$ cat src/rtl/eft_regs.vh
// register map, field positions, reset values, trip codes and timing
`ifndef EFT_REGS_VH
`define EFT_REGS_VH

// byte offsets of the register words
`define EFT_OFS_CTRL       8'h00
`define EFT_OFS_STATUS     8'h04
`define EFT_OFS_IRQ_STAT   8'h08
`define EFT_OFS_IRQ_MASK   8'h0c
`define EFT_OFS_POSITION   8'h10
`define EFT_OFS_AUTOCFG    8'h14

// control word fields
`define EFT_CTRL_LVL_LSB   0
`define EFT_CTRL_AUTOCFG   4
`define EFT_CTRL_ABS_DIR   5
`define EFT_CTRL_TYPE_LSB  6
`define EFT_CTRL_REINIT    8

// error detection level bits
`define EFT_LVL_WIRE       0
`define EFT_LVL_PHASE      1
`define EFT_LVL_SUPPLY     2
`define EFT_LVL_SUPPRESS   3

// reset values
`define EFT_RST_LVL        4'h0
`define EFT_RST_AUTOCFG    1'h0
`define EFT_RST_TYPE       2'h0
`define EFT_RST_MASK       4'h0

// encoder types
`define EFT_TYPE_SSI       2'h0
`define EFT_TYPE_ASYNC     2'h1
`define EFT_TYPE_BIDIR     2'h2
`define EFT_TYPE_COMMS     2'h3

// trip numbers
`define EFT_TRIP_WIRE      5'h01
`define EFT_TRIP_PHASE     5'h02
`define EFT_TRIP_OVERLOAD  5'h03
`define EFT_TRIP_SUPPLY    5'h04
`define EFT_TRIP_FRAME     5'h05
`define EFT_TRIP_LAST_RUN  5'h06
`define EFT_TRIP_CFG_COMMS 5'h07
`define EFT_TRIP_CFG_UNREC 5'h0c
`define EFT_TRIP_CFG_RES   5'h0d
`define EFT_TRIP_CFG_LPR   5'h0f

// link frame layout
`define EFT_FRAME_BITS     6'h20
`define EFT_LPR_MAX        16'hc350

// timing
`define EFT_CLK_MHZ        100
`define EFT_INIT_TMO_US    20
`define EFT_INIT_TMO_CYC   (`EFT_INIT_TMO_US * `EFT_CLK_MHZ)

`endif

$ cat src/rtl/eft_sync3.v
`timescale 1ns/1ps
// three-stage input synchroniser; output follows once stages two and three agree
module eft_sync3 #(
  parameter W = 1
) (
  input  wire         clk,
  input  wire         rst_n,
  input  wire [W-1:0] din,
  output wire [W-1:0] q
);
  reg [W-1:0] s1_r;  // metastable stage, read by s2_r only
  reg [W-1:0] s2_r;  // second stage
  reg [W-1:0] s3_r;  // third stage
  reg [W-1:0] q_r;   // accepted value

  // shift chain
  always @(posedge clk) begin
    if (!rst_n) begin
      s1_r <= {W{1'b0}};
      s2_r <= {W{1'b0}};
      s3_r <= {W{1'b0}};
    end else begin
      s1_r <= din;
      s2_r <= s1_r;
      s3_r <= s2_r;
    end
  end

  // per bit: take the new level only when two stages agree
  genvar i;
  generate
    for (i = 0; i < W; i = i + 1) begin : g_bit
      always @(posedge clk) begin
        if (!rst_n) begin
          q_r[i] <= 1'b0;
        end else if (s2_r[i] == s3_r[i]) begin
          q_r[i] <= s3_r[i];
        end
      end
    end
  endgenerate

  assign q = q_r;
endmodule

$ cat src/rtl/eft_encoder_trip.v
// The Avalon-MM interface to the registers and the register addresses were chosen for this implementation.
`timescale 1ns/1ps
`include "eft_regs.vh"
//
// Summary of operation
// level bits enable wire, phase, supply checks
// bit three suppresses trips 1-6 if not feedback
// suppressed faults still handled, supply cut locally
// suppressed fault sets freeze flag, records trip
// drive reset clears freeze flag and trip
// absolute mode recovers once noise stops
// delta mode turns error persists until reinit
// supply trip held until power, reset reinitialises
// operator reinits after late encoder power-up
// power-up interrogation sets turns, lines, resolution
// sincos serial types also set rotary select
// unknown, comms error, range raise 7/12-16
// lines must exceed nine times motor poles; no pole check, code only rejects id_lpr of zero or above EFT_LPR_MAX
// serial position type, bit selects binary decode
// unsuppressed fault holds trip until drive reset
//
module eft_encoder_trip #(
  parameter [15:0] ID_KNOWN = 16'h00fe,  // recognised identity codes, arbitrary
  parameter        TMO_CYC  = `EFT_INIT_TMO_CYC
) (
  input  wire        clk,
  input  wire        rst_n,
  input  wire [7:0]  avs_address,
  input  wire        avs_read,
  input  wire        avs_write,
  input  wire [31:0] avs_writedata,
  input  wire [3:0]  avs_byteenable,
  output wire [31:0] avs_readdata,
  output wire        avs_waitrequest,
  input  wire        enc_clk,
  input  wire        enc_data,
  input  wire        enc_frame,
  input  wire        wire_break,
  input  wire        phase_error,
  input  wire        psu_overload,
  input  wire        drive_reset,
  input  wire        fb_selects_slot,
  output wire        slot_trip_request,
  output wire        freeze_position,
  output wire        psu_enable,
  output wire        irq
);
  // state codes of the init sequencer
  localparam [2:0] ST_IDLE = 3'h0;  // waiting for a start
  localparam [2:0] ST_ID   = 3'h1;  // waiting for identity frame
  localparam [2:0] ST_ABS  = 3'h2;  // waiting for first position frame
  localparam [2:0] ST_RUN  = 3'h3;  // tracking position
  localparam [2:0] ST_FAIL = 3'h4;  // config trip, wait for drive reset

  // synchronised pins
  wire [5:0] pin_s;
  wire       eclk_s;
  wire       edat_s;
  wire       efrm_s;
  wire       wire_s;
  wire       phase_s;
  wire       ovl_s;

  eft_sync3 #(
    .W (6)
  ) u_sync (
    .clk   (clk),
    .rst_n (rst_n),
    .din   ({psu_overload, phase_error, wire_break, enc_frame, enc_data, enc_clk}),
    .q     (pin_s)
  );

  assign eclk_s  = pin_s[0];
  assign edat_s  = pin_s[1];
  assign efrm_s  = pin_s[2];
  assign wire_s  = pin_s[3];
  assign phase_s = pin_s[4];
  assign ovl_s   = pin_s[5];

  // software registers
  reg  [3:0]  lvl_r;        // error detection level
  reg         autocfg_r;    // auto-config / binary format select
  reg         abs_dir_r;    // take absolute position every frame
  reg  [1:0]  type_r;       // encoder type
  reg  [3:0]  irq_stat_r;   // sticky events
  reg  [3:0]  irq_mask_r;   // event enables
  reg         ack_r;        // bus answer phase
  reg  [31:0] rdata_r;      // read data
  // block state
  reg  [2:0]  st_r;
  reg         start_r;      // init pending
  reg  [15:0] tmo_r;        // init timeout counter
  reg         trip_r;       // drive trip request
  reg         freeze_r;     // suppressed trip flag
  reg  [4:0]  trip_num_r;   // last trip number
  reg         psu_en_r;     // encoder supply switch
  reg         pwr_ok_r;     // encoder reports power good
  reg  [15:0] lpr_r;        // equivalent lines per revolution
  reg  [4:0]  res_r;        // comms resolution
  reg  [3:0]  turns_bits_r; // turns bits in message
  reg         rotary_r;     // rotary (1) or linear (0)
  reg  [31:0] pos_r;        // turns:position
  reg  [15:0] last_r;       // last single-turn sample
  // link receiver
  reg         eclk_d_r;
  reg         efrm_d_r;
  reg  [31:0] sh_r;
  reg  [5:0]  cnt_r;

  // bus strobes
  wire        req    = avs_read | avs_write;
  wire        wr_acc = avs_write & ack_r;
  wire        be0    = avs_byteenable[0];
  wire        be1    = avs_byteenable[1];

  // link edges and frame completion
  wire        eclk_rise = eclk_s & ~eclk_d_r;
  wire        frm_end   = efrm_d_r & ~efrm_s;
  wire        frm_ok    = frm_end & (cnt_r == `EFT_FRAME_BITS);
  wire        frm_bad   = frm_end & (cnt_r != `EFT_FRAME_BITS);

  // answer one cycle after the request appears
  assign avs_waitrequest = req & ~ack_r;
  assign avs_readdata    = rdata_r;

  // gray to binary over the position field
  function [29:0] gray2bin;
    input [29:0] g;
    integer k;
    begin
      gray2bin[29] = g[29];
      for (k = 28; k >= 0; k = k - 1) begin
        gray2bin[k] = gray2bin[k+1] ^ g[k];
      end
    end
  endfunction

  // plain ssi frames are gray unless the select bit asks for binary
  wire        use_bin = (type_r != `EFT_TYPE_SSI) | autocfg_r;
  wire [29:0] pos_dec = use_bin ? sh_r[29:0] : gray2bin(sh_r[29:0]);
  wire [15:0] delta   = pos_dec[15:0] - last_r;

  // identity frame fields
  wire [3:0]  id_code = sh_r[31:28];
  wire [15:0] id_lpr  = sh_r[23:8];
  wire [4:0]  id_res  = sh_r[7:3];
  wire        id_known = ID_KNOWN[id_code];

  // running faults, lowest number wins
  wire        run_on = (st_r != ST_IDLE);
  wire        f_wire = lvl_r[`EFT_LVL_WIRE] & wire_s;
  wire        f_phs  = lvl_r[`EFT_LVL_PHASE] & phase_s;
  wire        f_sup  = lvl_r[`EFT_LVL_SUPPLY] & ~pwr_ok_r & run_on;
  wire        f_frm  = frm_bad & (st_r == ST_RUN);
  reg  [4:0]  run_num;

  always @* begin
    if (f_wire) begin
      run_num = `EFT_TRIP_WIRE;
    end else if (f_phs) begin
      run_num = `EFT_TRIP_PHASE;
    end else if (ovl_s) begin
      run_num = `EFT_TRIP_OVERLOAD;
    end else if (f_sup) begin
      run_num = `EFT_TRIP_SUPPLY;
    end else if (f_frm) begin
      run_num = `EFT_TRIP_FRAME;
    end else begin
      run_num = 5'h00;
    end
  end

  // suppression applies only to running trips and only when not feedback
  wire        suppress = lvl_r[`EFT_LVL_SUPPRESS] & ~fb_selects_slot;

  // auto-config outcome, computed while in ST_ID; comms trip also in ST_ABS
  wire        cfg_active = autocfg_r & (type_r != `EFT_TYPE_SSI);
  reg  [4:0]  cfg_num;

  always @* begin
    cfg_num = 5'h00;
    if (st_r == ST_ID) begin
      if (tmo_r == 16'h0000 || frm_bad) begin
        cfg_num = `EFT_TRIP_CFG_COMMS;
      end else if (frm_ok && cfg_active) begin
        if (!id_known) begin
          cfg_num = `EFT_TRIP_CFG_UNREC;
        end else if (id_res == 5'h00) begin
          cfg_num = `EFT_TRIP_CFG_RES;
        end else if (id_lpr == 16'h0000 || id_lpr > `EFT_LPR_MAX) begin
          cfg_num = `EFT_TRIP_CFG_LPR;
        end
      end
    end else if (st_r == ST_ABS && (tmo_r == 16'h0000 || frm_bad)) begin
      cfg_num = `EFT_TRIP_CFG_COMMS;
    end
  end

  // drive reset of a tripped module restarts the interface
  wire        tripped  = trip_r | freeze_r;
  wire        reinit_w = wr_acc && avs_address == `EFT_OFS_CTRL && be1 &&
                         avs_writedata[`EFT_CTRL_REINIT];
  wire        restart  = reinit_w | (drive_reset & tripped);

  // link receiver: shift on each encoder clock rise inside a frame
  always @(posedge clk) begin
    if (!rst_n) begin
      eclk_d_r <= 1'b0;
      efrm_d_r <= 1'b0;
      sh_r     <= 32'h0000_0000;
      cnt_r    <= 6'h00;
    end else begin
      eclk_d_r <= eclk_s;
      efrm_d_r <= efrm_s;
      if (efrm_s && !efrm_d_r) begin
        cnt_r <= 6'h00;
      end else if (efrm_s && eclk_rise) begin
        sh_r <= {sh_r[30:0], edat_s};
        // saturate so an over-long frame still reads as bad
        if (cnt_r != 6'h3f) begin
          cnt_r <= cnt_r + 6'h01;
        end
      end
    end
  end

  // init sequencer, auto-config and position tracking
  always @(posedge clk) begin
    if (!rst_n) begin
      st_r         <= ST_IDLE;
      start_r      <= 1'b1;
      tmo_r        <= 16'h0000;
      lpr_r        <= 16'h0000;
      res_r        <= 5'h00;
      turns_bits_r <= 4'h0;
      rotary_r     <= 1'b1;
      pos_r        <= 32'h0000_0000;
      last_r       <= 16'h0000;
      pwr_ok_r     <= 1'b0;
    end else begin
      // power bit follows good position frames; identity frames carry the id there
      if (frm_ok && st_r != ST_ID) begin
        pwr_ok_r <= sh_r[31];
      end
      if (restart) begin
        start_r <= 1'b1;
      end else if (st_r == ST_IDLE) begin
        start_r <= 1'b0;
      end
      if (st_r != ST_IDLE && tmo_r != 16'h0000) begin
        tmo_r <= tmo_r - 16'h0001;
      end
      case (st_r)
        ST_IDLE: begin
          if (start_r) begin
            tmo_r <= TMO_CYC[15:0];
            // only communicating encoders are interrogated
            st_r  <= (type_r == `EFT_TYPE_SSI) ? ST_ABS : ST_ID;
          end
        end
        ST_ID: begin
          if (cfg_num != 5'h00) begin
            st_r <= ST_FAIL;
          end else if (frm_ok) begin
            if (cfg_active) begin
              turns_bits_r <= sh_r[27:24];
              lpr_r        <= id_lpr;
              res_r        <= id_res;
              if (type_r == `EFT_TYPE_ASYNC || type_r == `EFT_TYPE_BIDIR) begin
                rotary_r <= sh_r[2];
              end
            end
            tmo_r <= TMO_CYC[15:0];
            st_r  <= ST_ABS;
          end
        end
        ST_ABS: begin
          if (cfg_num != 5'h00) begin
            st_r <= ST_FAIL;
          end else if (frm_ok) begin
            // absolute start point for either tracking method
            pos_r  <= {2'b00, pos_dec};
            last_r <= pos_dec[15:0];
            st_r   <= ST_RUN;
          end
        end
        ST_RUN: begin
          if (restart) begin
            st_r <= ST_IDLE;
          end else if (frm_ok) begin
            last_r <= pos_dec[15:0];
            if (abs_dir_r) begin
              // no check on the word: a bad frame shows, the next good one heals
              pos_r <= {2'b00, pos_dec};
            end else begin
              // signed delta assumes under half a turn per frame; a wrong
              // turns count stays until the interface restarts
              pos_r <= pos_r + {{16{delta[15]}}, delta};
            end
          end
        end
        ST_FAIL: begin
          if (restart) begin
            st_r <= ST_IDLE;
          end
        end
        default: begin
          st_r <= ST_IDLE;
        end
      endcase
    end
  end

  // trip, freeze flag and trip number; a fault in the reset cycle wins
  always @(posedge clk) begin
    if (!rst_n) begin
      trip_r     <= 1'b0;
      freeze_r   <= 1'b0;
      trip_num_r <= 5'h00;
    end else if (cfg_num != 5'h00) begin
      trip_r     <= 1'b1;
      trip_num_r <= cfg_num;
    end else if (run_num != 5'h00) begin
      trip_num_r <= run_num;
      if (suppress && run_num <= `EFT_TRIP_LAST_RUN) begin
        freeze_r <= 1'b1;
      end else begin
        trip_r <= 1'b1;
      end
    end else if (drive_reset) begin
      trip_r     <= 1'b0;
      freeze_r   <= 1'b0;
      trip_num_r <= 5'h00;
    end
  end

  // encoder supply cut on overload, even when the trip is suppressed
  always @(posedge clk) begin
    if (!rst_n) begin
      psu_en_r <= 1'b1;
    end else if (ovl_s) begin
      psu_en_r <= 1'b0;
    end else if (drive_reset) begin
      psu_en_r <= 1'b1;
    end
  end

  // events: trip raised, suppressed fault, init done, config trip
  reg         trip_d_r;
  reg         frz_d_r;
  reg  [2:0]  st_d_r;
  wire [3:0]  ev;

  always @(posedge clk) begin
    if (!rst_n) begin
      trip_d_r <= 1'b0;
      frz_d_r  <= 1'b0;
      st_d_r   <= ST_IDLE;
    end else begin
      trip_d_r <= trip_r;
      frz_d_r  <= freeze_r;
      st_d_r   <= st_r;
    end
  end

  assign ev = {(st_r == ST_FAIL) & (st_d_r != ST_FAIL),
               (st_r == ST_RUN) & (st_d_r != ST_RUN),
               freeze_r & ~frz_d_r,
               trip_r & ~trip_d_r};

  // read mux
  reg  [31:0] rmux;

  always @* begin
    rmux = 32'h0000_0000;
    if (avs_address == `EFT_OFS_CTRL) begin
      rmux[7:0] = {type_r, abs_dir_r, autocfg_r, lvl_r};
    end else if (avs_address == `EFT_OFS_STATUS) begin
      rmux[14:0] = {st_r, pwr_ok_r, psu_en_r, (st_r == ST_RUN), trip_num_r, 2'b00,
                    freeze_r, trip_r};
    end else if (avs_address == `EFT_OFS_IRQ_STAT) begin
      rmux[3:0] = irq_stat_r;
    end else if (avs_address == `EFT_OFS_IRQ_MASK) begin
      rmux[3:0] = irq_mask_r;
    end else if (avs_address == `EFT_OFS_POSITION) begin
      rmux = pos_r;
    end else if (avs_address == `EFT_OFS_AUTOCFG) begin
      rmux[28:0] = {rotary_r, turns_bits_r, 3'b000, res_r, lpr_r};
    end
  end

  // bus slave: answer phase, read capture, writes at the accept edge
  always @(posedge clk) begin
    if (!rst_n) begin
      ack_r      <= 1'b0;
      rdata_r    <= 32'h0000_0000;
      lvl_r      <= `EFT_RST_LVL;
      autocfg_r  <= `EFT_RST_AUTOCFG;
      abs_dir_r  <= 1'b0;
      type_r     <= `EFT_RST_TYPE;
      irq_mask_r <= `EFT_RST_MASK;
    end else begin
      ack_r <= req & ~ack_r;
      if (avs_read && !ack_r) begin
        rdata_r <= rmux;
      end
      if (wr_acc && be0) begin
        if (avs_address == `EFT_OFS_CTRL) begin
          lvl_r     <= avs_writedata[3:0];
          autocfg_r <= avs_writedata[`EFT_CTRL_AUTOCFG];
          abs_dir_r <= avs_writedata[`EFT_CTRL_ABS_DIR];
          type_r    <= avs_writedata[7:6];
        end else if (avs_address == `EFT_OFS_IRQ_MASK) begin
          irq_mask_r <= avs_writedata[3:0];
        end
      end
    end
  end

  // sticky status, write one to clear; a new event beats the clear
  wire [3:0] w1c = (wr_acc && be0 && avs_address == `EFT_OFS_IRQ_STAT) ?
                   avs_writedata[3:0] : 4'h0;

  always @(posedge clk) begin
    if (!rst_n) begin
      irq_stat_r <= 4'h0;
    end else begin
      irq_stat_r <= (irq_stat_r & ~w1c) | ev;
    end
  end

  assign irq               = |(irq_stat_r & irq_mask_r);
  assign slot_trip_request = trip_r;
  assign freeze_position   = freeze_r;
  assign psu_enable        = psu_en_r;
endmodule

$ cat config.mk
export PLATFORM = sky130hd
export DESIGN_NAME = eft_encoder_trip
export DESIGN_NICKNAME = d
export VERILOG_FILES = /design/src/rtl/eft_sync3.v /design/src/rtl/eft_encoder_trip.v
export VERILOG_INCLUDE_DIRS = /design/src /design/src/rtl
export SDC_FILE = /design/constraint.sdc
export NUM_CORES = 1
export LEC_CHECK = 0
export BUFFER_PORTS_ARGS = -buffer_cell sky130_fd_sc_hd__buf_2
export CORE_AREA = 2 2 158 160
export CTS_CLUSTER_SIZE = 16
export DETAILED_ROUTE_END_ITERATION = 10
export DIE_AREA = 0 0 160 162
export GPL_ROUTABILITY_DRIVEN = 0
export PLACE_DENSITY_LB_ADDON = 0.2
export SLEW_MARGIN = 20
export SYNTH_ARGS = -nofsm -noshare
export SYNTH_HDL_FRONTEND = slang
export SYNTH_SLANG_ARGS = --single-unit
export TNS_END_PERCENT = 1
$ cat constraint.sdc
create_clock -name clk -period 9.5 [get_ports clk]
set_clock_uncertainty 0.2 [all_clocks]
set_input_delay 1.425 -clock clk [delete_from_list [all_inputs] [get_ports clk]]
set_output_delay 1.425 -clock clk [all_outputs]
set_load 0.005 [all_outputs]
==> impl_metrics.json, run 1 <==
{
  "status": "complete, no violations",
  "multi_input_area_mm2": 0.00689,
  "cp-end-kind": "flip-flop",
  "cts_root_buf": "clkbuf_16",
  "critPathMaxStageDelay_ps": 470,
  "routed_via_density": 5.65,
  "cts_tree": "built",
  "leakage_nw": 5.47,
  "p_switching_uw": 613,
  "die_h_um": 162,
  "ant_nets": 0,
  "chipWidth_um": 160,
  "antenna_cells": 0,
  "worst_pin_slew_ps": 1120,
  "fillCellCount": 2301,
  "cp_common_cell": "xnor3_2",
  "tns_ps": 0,
  "antenna_found_initial": 0,
  "cp_data_required_time_ps": 9710,
  "grt_overflow_total": 0,
  "initial_core_util": 0.493,
  "yosysSeqAreaShare": 0.372,
  "comb_power_share": 0.126,
  "place_ws_ps": 32.9,
  "synth_enable_flop_cells": 0,
  "synth_top_area_frac": 0.372,
  "coreArea_mm2": 0.0241,
  "fmax_mhz": 110,
  "drive_above_1_share": 0.120,
  "area_growth_pct": 12.0,
  "synthArstFlopShare": 0,
  "worst_skew_pair.late_latency_ps": 540,
  "cts_buffers": 25,
  "fin_cells": 1837,
  "sw_frac_of_total": 0.272,
  "yosysTopAreaCell": "dfxtp_1",
  "hp-class": "reg -> reg",
  "synthesis.area_mm2": 0.0119,
  "num_vias": 10400,
  "ys_top_cells_by_area": "dfxtp_1 (37%), a21oi_1 (7.0%), nand2_1 (6.1%)",
  "rows": 57,
  "final_nets": 1606,
  "pwr-share-clk": 0.421,
  "worst_slack_ps": 416,
  "drt-initial-drc-count": 840,
  "ys_warn_count": 0,
  "fin_crit_ps": 9080,
  "final-hold-violation-count": 0,
  "powerDensity_mw_per_mm2": 169,
  "cts_buffer_depth": 3,
  "p_int_mw": 1.64,
  "syn_area_per_cell_um2": 8.11,
  "crit_slowest_cell": "xnor3_2",
  "synth_cells": 1467,
  "ios": 93,
  "ff_latch_area_mm2": 0.00443,
  "cp_max_fo": 6,
  "clkTransAtPathRegs_ps": 60,
  "drv_slew": 0,
  "grt_pass1_vias": 9681,
  "grt_pass1_wl_um": 50600,
  "arrival_ps": 9290,
  "finalSetupViolCount": 0,
  "dp_hpwl_um": 20900,
  "maxCapViolCount": 0,
  "final_common_cell": "dfxtp_1",
  "totalWireLength_um": 31400,
  "ys_types": 68,
  "hold_buffers": 0,
  "dp.cells": 1785,
  "final_util": 0.552,
  "criticalPathCategory": "reg -> reg",
  "wl_per_cell_um": 17.1,
  "synth_ff_type": "dfxtp_1",
  "first_pass_iters": 5,
  "port-buffer-count": 67,
  "p_total_mw": 2.25,
  "grt_use_total": 0.239,
  "dieArea_mm2": 0.0259,
  "synth-seq-cells": 221,
  "remaining_drc_errors": 0,
  "period_share": 0.956,
  "htree_levels": 1,
  "seq_power_share": 0.453,
  "final_cell_mix": "dfxtp_1 (218), nand2_1 (192), nor2_1 (162), a21oi_1 (162), o21ai_0 (68)",
  "synthesis.nets": 1578,
  "critPathLaunchType": "flip-flop",
  "worst_ir_drop_vdd_v": 0.000115,
  "slew-limit-headroom": 0.253,
  "grt_max_degree": 90,
  "cts_sinks": 221
}
[path summary, 6_finish.rpt]
check | start | cells past startpoint | endpoint | slack (ps)
min | u_sync.s1_r[2]$_SDFF_PN0_ | 1 | u_sync.s2_r[2]$_SDFF_PN0_ | 230
max reg2reg | sh_r[29]$_SDFFE_PN0P_ | 44 | pos_r[31]$_SDFFE_PN0P_ | 420
min reg2reg | u_sync.s1_r[2]$_SDFF_PN0_ | 1 | u_sync.s2_r[2]$_SDFF_PN0_ | 230
max | sh_r[29]$_SDFFE_PN0P_ | 44 | pos_r[31]$_SDFFE_PN0P_ | 420
[cells in the mapped netlist, drive strengths merged, types with 8 or more instances]
cell and number:
o21bai 9, clkbuf 75, and2 28, nand2 193
a222oi 15, ha 53, nor2 164, and3 9
mux2i 19, dfxtp 221, a31oi 14, buf 24
nor2b 13, nor4 10, xnor3 9, a21o 17
inv 50, or3 8, a211oi 24, a21oi 168
nand3 28, xnor2 72, o21ai 73, a22oi 21
nor3 24, xor2 34
[registers in the layout, summed over array words and instances (netlist names), 2 cells and up]
register      count
st_r              3
avs_readdata     32
u_sync.s3_r       6
lpr_r            16
pos_r            32
sh_r             32
u_sync.s1_r       6
tmo_r            16
cnt_r             6
u_sync.s2_r       6
st_d_r            3
last_r           16
trip_num_r        4
lvl_r             4
irq_stat_r        4
type_r            2
res_r             5
u_sync.q          6
turns_bits_r      4
irq_mask_r        4
[power groups by stage]
stage / Clock [mW] / Sequential (mW) / Combinational (mW)
2_1_floorplan: 0 / 1.01 / 0.236
3_3_place_gp: 0 / 1.04 / 0.277
3_5_place_dp: 0 / 1.04 / 0.281
4_1_cts: 0.968 / 1.02 / 0.282
5_1_grt: 1.01 / 1.03 / 0.319
6_report: 0.950 / 1.02 / 0.283
[cell families (layout without fill, tap and decap cells)]
family / Yosys count / count (layout) / share of synthesized area
AOI/OAI and AO/OA: 393 / 393 / 0.203
xor gates and xnor gates: 115 / 115 / 0.0995
buffers and inverters: 150 / 196 / 0.0560
DFF: 221 / 221 / 0.372
muxes: 23 / 23 / 0.0198
and+or+nand+nor: 510 / 510 / 0.190
adders and majority gates: 55 / 55 / 0.0591
[critical path, delay by kind of cell (launching register included)]
kind | cells | cell delay, ps
AND/OR/NAND/NOR | 8 | 890
buffers and inverters | 1 | 50
flip-flops | 1 | 380
adder cells (fa/ha/maj) | 3 | 860
XOR/XNOR | 13 | 3460
AO/OA/AOI/OAI | 18 | 3000
multiplexers | 1 | 130
[per-layer routing]
metal | vias to the layer above | wire, µm | track usage
met3 | 58 | 1660 | 0.0373
met4 | 0 | 852 | 0.0794
met1 | 4922 | 14800 | 0.329
met2 | 240 | 14100 | 0.384
li1 | 5160 | - | -
met5 | - | 0 | 0
[cell type report]
type | instances | area share
Sequential cell | 221 | 0.333
Clock inverter | 5 | 0.00489
Clock buffer | 40 | 0.0557
Multi-Input combinational cell | 1096 | 0.517
Inverter | 50 | 0.0143
Timing Repair Buffer | 101 | 0.0446
Tap cell | 324 | 0.0304
[timing repair]
item / in CTS / in global routing
buffers inserted: 2 / 5
resized for setup: 0 / 24
setup endpoints to repair: 1 / 11
pin swaps: 1 / 12
[stage by stage]
| stage | cell area (µm²) | hold WS, ps |
|---|---|---|
| floorplan | 11900 | 212 |
| global placement | 12400 | 214 |
| detailed placement | 12400 | 221 |
| CTS | 13200 | 235 |
| global route | 13300 | 251 |
| finish | 13300 | 230 |
(Power assumes the default switching activity.)
==> inputs of run 2 (changes only) <==
--- a/config.mk
+++ b/config.mk
@@ -7,10 +7,10 @@
 export NUM_CORES = 1
 export LEC_CHECK = 0
 export BUFFER_PORTS_ARGS = -buffer_cell sky130_fd_sc_hd__buf_2
-export CORE_AREA = 2 2 158 160
+export CORE_AREA = 2 2 203 205
 export CTS_CLUSTER_SIZE = 16
 export DETAILED_ROUTE_END_ITERATION = 10
-export DIE_AREA = 0 0 160 162
+export DIE_AREA = 0 0 205 207
 export GPL_ROUTABILITY_DRIVEN = 0
 export PLACE_DENSITY_LB_ADDON = 0.2
 export SLEW_MARGIN = 20
==> run 2 against run 1 <==
Critical path depth down 2. Non-clock buffer count up 9. Flip-flop and latch count unchanged. Setup slack better by 270 ps. Sequential power about the same. Critical endpoint is now pos_r[30]$_SDFFE_PN0P_. Highest routed layer unchanged.
==> impl_metrics.json, run 2 (same netlist as run 1, synthesis figures left out) <==
{
  "min_path_cells": 1,
  "dp_hpwl_um": 23600,
  "remaining_drc_errors": 0,
  "r2r_slack_ps": 690,
  "finalSetupViolCount": 0,
  "antenna_cells": 0,
  "period_share": 0.928,
  "drv_slew": 0,
  "worst_skew_pair.late_latency_ps": 570,
  "slew-limit-headroom": 0.304,
  "powerDensity_mw_per_mm2": 174,
  "grt_max_degree": 85,
  "grt_use_total": 0.164,
  "initial_core_util": 0.295,
  "ant_nets": 0,
  "die_h_um": 207,
  "num_vias": 10200,
  "critPathLaunchType": "flip-flop",
  "leakage_nw": 5.56,
  "crit_slowest_cell": "xnor3_2",
  "status": "complete, no violations",
  "worst_ir_drop_vdd_v": 0.000123,
  "drt-initial-drc-count": 611,
  "area_growth_pct": 15.5,
  "critPathMaxStageDelay_ps": 430,
  "r2r-start": "sh_r[15]$_SDFFE_PN0P_",
  "reg2reg_depth": 42,
  "worst_pin_slew_ps": 1040,
  "rows": 74,
  "final_util": 0.340,
  "holdPathEnd": "u_sync.s2_r[4]$_SDFF_PN0_",
  "r2r-end": "pos_r[30]$_SDFFE_PN0P_",
  "rsz0062_at_grt": "no",
  "final_nets": 1617,
  "maxCapViolCount": 0,
  "arrival_ps": 9050,
  "final_common_cell": "dfxtp_1",
  "cp_common_cell": "xnor2_2",
  "chipWidth_um": 205,
  "ff_latch_area_mm2": 0.00443,
  "criticalPathCategory": "reg -> reg",
  "multi_input_area_mm2": 0.00687,
  "cp-end-kind": "flip-flop",
  "grt_pass1_vias": 9823,
  "cts_buffers": 27,
  "final_cell_mix": "dfxtp_1 (220), nand2_1 (193), nor2_1 (162)",
  "dieArea_mm2": 0.0424,
  "fillCellCount": 4264,
  "first_pass_iters": 5,
  "grt_overflow_total": 0,
  "worst_hold_slack_ps": 223,
  "grt_pass1_wl_um": 55400,
  "totalWireLength_um": 34900,
  "fin_cells": 2057,
  "coreArea_mm2": 0.0404,
  "min_from": "u_sync.s1_r[4]$_SDFF_PN0_",
  "cts_buffer_depth": 3,
  "routed_via_density": 4.96,
  "wl_per_cell_um": 17.0,
  "fin_crit_ps": 8810,
  "cts_sinks": 221,
  "fmax_mhz": 113,
  "drive_above_1_share": 0.129,
  "hold_buffers": 0,
  "cp_max_fo": 7,
  "htree_levels": 1,
  "dp.cells": 2002,
  "ios": 93,
  "cts_root_buf": "clkbuf_16",
  "tns_ps": 0,
  "cts_tree": "built",
  "antenna_found_initial": 0,
  "final-hold-violation-count": 0,
  "port-buffer-count": 67,
  "hp-class": "reg -> reg",
  "cp_data_required_time_ps": 9740,
  "clkTransAtPathRegs_ps": 60
}
run 2: metrics by stage:
stage | area (µm²) | power (mW) | worst slack, ps
after global placement | 12700 | 1.32 | 247
after detailed placement | 12700 | 1.33 | 188
final | 13700 | 2.39 | 687
after global routing | 13700 | 2.50 | 33.5
after floorplan | 11900 | 1.25 | 714
after CTS | 13600 | 2.42 | 126
run 2: power by group:
group	switching [mW]	leakage (nW)	internal [mW]
Sequential	0.0509	1.79	0.970
Clock	0.438	0.455	0.640
Combinational	0.176	3.31	0.110
run 2: cell type report:
class,count,area share
Clock buffer,34,0.0540
Clock inverter,14,0.0132
Inverter,50,0.0138
Multi-Input combinational cell,1096,0.500
Sequential cell,221,0.322
Tap cell,532,0.0485
Timing Repair Buffer,110,0.0479
run 2: repair_timing:
action,4_1_cts,5_1_grt
gates resized for setup,0,20
endpoints found under the setup margin,0,12
buffers inserted,0,7
run 2: worst max-delay path by stage:
stage                                   to  cells past startpoint             startpoint
floorplan           pos_r[24]$_SDFFE_PN0P_                     36  sh_r[27]$_SDFFE_PN0P_
global placement    pos_r[31]$_SDFFE_PN0P_                     45  sh_r[18]$_SDFFE_PN0P_
detailed placement  pos_r[31]$_SDFFE_PN0P_                     45  sh_r[18]$_SDFFE_PN0P_
CTS                 pos_r[31]$_SDFFE_PN0P_                     45  sh_r[18]$_SDFFE_PN0P_
global route        pos_r[30]$_SDFFE_PN0P_                     42  sh_r[15]$_SDFFE_PN0P_
finish              pos_r[30]$_SDFFE_PN0P_                     42  sh_r[15]$_SDFFE_PN0P_
run 2: worst max-delay path, delay by kind of cell, from the launching register on:
family	cells	cell delay [ps]
buffers and inverters	2	350
xor gates and xnor gates	14	3400
adders and majority gates	2	460
and+or+nand+nor	3	250
AOI/OAI and AO/OA	21	3660
DFF	1	350
run 2: layer usage:
metal | GRT usage | share of wire | routed length [µm]
met1 | 0.224 | 0.48 | 16700
met2 | 0.274 | 0.47 | 16400
met3 | 0.0217 | 0.036 | 1270
met4 | 0.0345 | 0.014 | 480
met5 | 0 | 0 | 0
==> inputs of run 3 (changes only) <==
--- a/config.mk
+++ b/config.mk
@@ -6,11 +6,12 @@
 export SDC_FILE = /design/constraint.sdc
 export NUM_CORES = 1
 export LEC_CHECK = 0
+export ABC_AREA = 1
 export BUFFER_PORTS_ARGS = -buffer_cell sky130_fd_sc_hd__buf_2
-export CORE_AREA = 2 2 203 205
+export CORE_AREA = 2 2 201 203
 export CTS_CLUSTER_SIZE = 16
 export DETAILED_ROUTE_END_ITERATION = 10
-export DIE_AREA = 0 0 205 207
+export DIE_AREA = 0 0 203 205
 export GPL_ROUTABILITY_DRIVEN = 0
 export PLACE_DENSITY_LB_ADDON = 0.2
 export SLEW_MARGIN = 20
==> run 3 against run 2 <==
Sequential power about the same. Count of clock-buffer cells in the layout increased by 6. Non-clock buffer count decreased by 31. Critical endpoint is now pos_r[29]$_SDFFE_PN0P_. Setup slack improved by 600 ps. Clock power decreased by 8%. Largest cell class unchanged. Wire length increased by 2.8%. Cell count increased by 9.6%. Die area decreased by 1.9%.
==> impl_metrics.json, run 3 <==
{
  "synth_enable_flop_cells": 0,
  "tns_ps": 0,
  "synth_cells": 1665,
  "coreArea_mm2": 0.0394,
  "synthesis.area_mm2": 0.0118,
  "initial_core_util": 0.299,
  "synth-seq-cells": 221,
  "drt-initial-drc-count": 670,
  "crit_slowest_cell": "o21ai_0",
  "grt_use_total": 0.174,
  "met2_usage": 0.290,
  "totalWireLength_um": 35800,
  "drive_above_1_share": 0.0936,
  "cts_buffers": 26,
  "chipWidth_um": 203,
  "worst_hold_slack_ps": 211,
  "worst_pin_slew_ps": 1100,
  "dp_hpwl_um": 25700,
  "grt_use_met3": 0.0218,
  "final-hold-violation-count": 0,
  "powerDensity_mw_per_mm2": 167,
  "yosysSeqAreaShare": 0.376,
  "criticalPathCategory": "reg -> reg",
  "place_ws_ps": 1420,
  "critPathLaunchType": "flip-flop",
  "p_total_mw": 2.25,
  "arrival_ps": 8420,
  "die_h_um": 205,
  "cp_max_fo": 4,
  "first_pass_iters": 5,
  "worst_ir_drop_vdd_v": 0.000117,
  "ys_types": 49,
  "grt_max_degree": 99,
  "cts_buffer_depth": 3,
  "dieArea_mm2": 0.0416,
  "cts_root_buf": "clkbuf_16",
  "fin_crit_ps": 8220,
  "htree_levels": 1,
  "remaining_drc_errors": 0,
  "grt_overflow_total": 0,
  "fmax_mhz": 122,
  "use_met1": 0.236,
  "maxCapViolCount": 0,
  "final_cell_mix": "nand2_1 (309), inv_1 (230), dfxtp_1 (221)",
  "period_share": 0.865,
  "antenna_found_initial": 0,
  "rows": 73,
  "synth_top_area_frac": 0.376,
  "final_common_cell": "nand2_1",
  "post-cts-setup-buffers": 0,
  "wl_per_cell_um": 15.9,
  "syn_area_per_cell_um2": 7.06,
  "cts_tree": "built",
  "worst_skew_pair.late_latency_ps": 560,
  "yosysTopAreaCell": "dfxtp_1",
  "fin_cells": 2255,
  "ys_warn_count": 0,
  "dp.cells": 2207,
  "final_nets": 1821,
  "synth.most_common_cell": "nand2_1",
  "ys_top_cells_by_area": "dfxtp_1 (38%), nand2_1 (9.9%), a21oi_1 (8.7%)",
  "yosys-top-cells-count": "nand2_1 (309), inv_1 (231), dfxtp_1 (221)",
  "area_growth_pct": 14.6,
  "clkTransAtPathRegs_ps": 60,
  "cp_data_required_time_ps": 9700,
  "cp_common_cell": "nand2_1",
  "status": "complete, no violations",
  "ant_nets": 0,
  "hold_buffers": 0,
  "finalSetupViolCount": 0,
  "synthArstFlopShare": 0,
  "drv_slew": 0,
  "hp-class": "reg -> reg",
  "top_usage_layer": "met2",
  "grt_pass1_wl_um": 57600,
  "port-buffer-count": 67,
  "cts_sinks": 221,
  "routed_via_density": 4.86,
  "cp-end-kind": "flip-flop",
  "antenna_cells": 0,
  "ios": 93,
  "ctsResizeCount": 0,
  "worst_slack_ps": 1280,
  "grt_pass1_vias": 10500,
  "slew-limit-headroom": 0.269,
  "critPathMaxStageDelay_ps": 480,
  "num_vias": 11000,
  "synthesis.nets": 1776,
  "leakage_nw": 6.00,
  "synth_ff_type": "dfxtp_1",
  "rsz0062_at_grt": "no"
}
## run 3: report_power, final
group	internal [mW]	leakage [nW]	switching, mW	total, mW
clock	0.580	0.418	0.413	0.993
combinational	0.0846	3.79	0.179	0.264
sequential	0.963	1.79	0.0303	0.993
total	1.63	6.00	0.622	2.25
## run 3: final cells by class
type | instances | area [µm²]
multi-input combinational | 1146 | 6230
timing repair buffer | 79 | 428
inverter | 236 | 887
clock inverter | 8 | 80.1
clock buffer | 40 | 763
tap | 525 | 657
sequential | 221 | 4420
fill | 4244 | 25900
## run 3: stage by stage
stage	util	cell area (µm²)
after detailed placement	0.321	12600
final	0.342	13500
after floorplan	-	11800
after CTS	0.342	13500
after global placement	0.321	12600
after global routing	0.342	13500
## run 3: worst paths after layout
path,start,to,slack [ps],cells after the start
worst max-delay path,sh_r[29]$_SDFFE_PN0P_,pos_r[29]$_SDFFE_PN0P_,1280,57
worst min-delay path,u_sync.s1_r[3]$_SDFF_PN0_,u_sync.s2_r[3]$_SDFF_PN0_,210,2
worst max register to register,sh_r[29]$_SDFFE_PN0P_,pos_r[29]$_SDFFE_PN0P_,1280,57
worst min register to register,u_sync.s1_r[3]$_SDFF_PN0_,u_sync.s2_r[3]$_SDFF_PN0_,210,2
## run 3: cell families after synthesis
kind of cell             count (synthesis)  share of synthesized area
adder cells (fa/ha/maj)                 55                     0.0598
AND/OR/NAND/NOR                        578                      0.207
AO/OA/AOI/OAI                          455                      0.218
XOR/XNOR                                58                     0.0444
buffers and inverters                  298                     0.0952
flip-flops                             221                      0.376
## run 3: metal layers
metal,vias up,wire length [µm],share of wire
met4,0,734,0.020
met5,-,0,0
met2,218,16200,0.45
met3,46,1580,0.044
met1,5062,17300,0.48
li1,5638,-,-
## run 3: worst max-delay path: cells and delay by family, from the launching register on
family | cells | cell delay [ps]
XOR/XNOR | 2 | 290
AND/OR/NAND/NOR | 32 | 2770
adder cells (fa/ha/maj) | 3 | 880
buffers and inverters | 3 | 220
flip-flops | 1 | 400
AO/OA/AOI/OAI | 17 | 3330
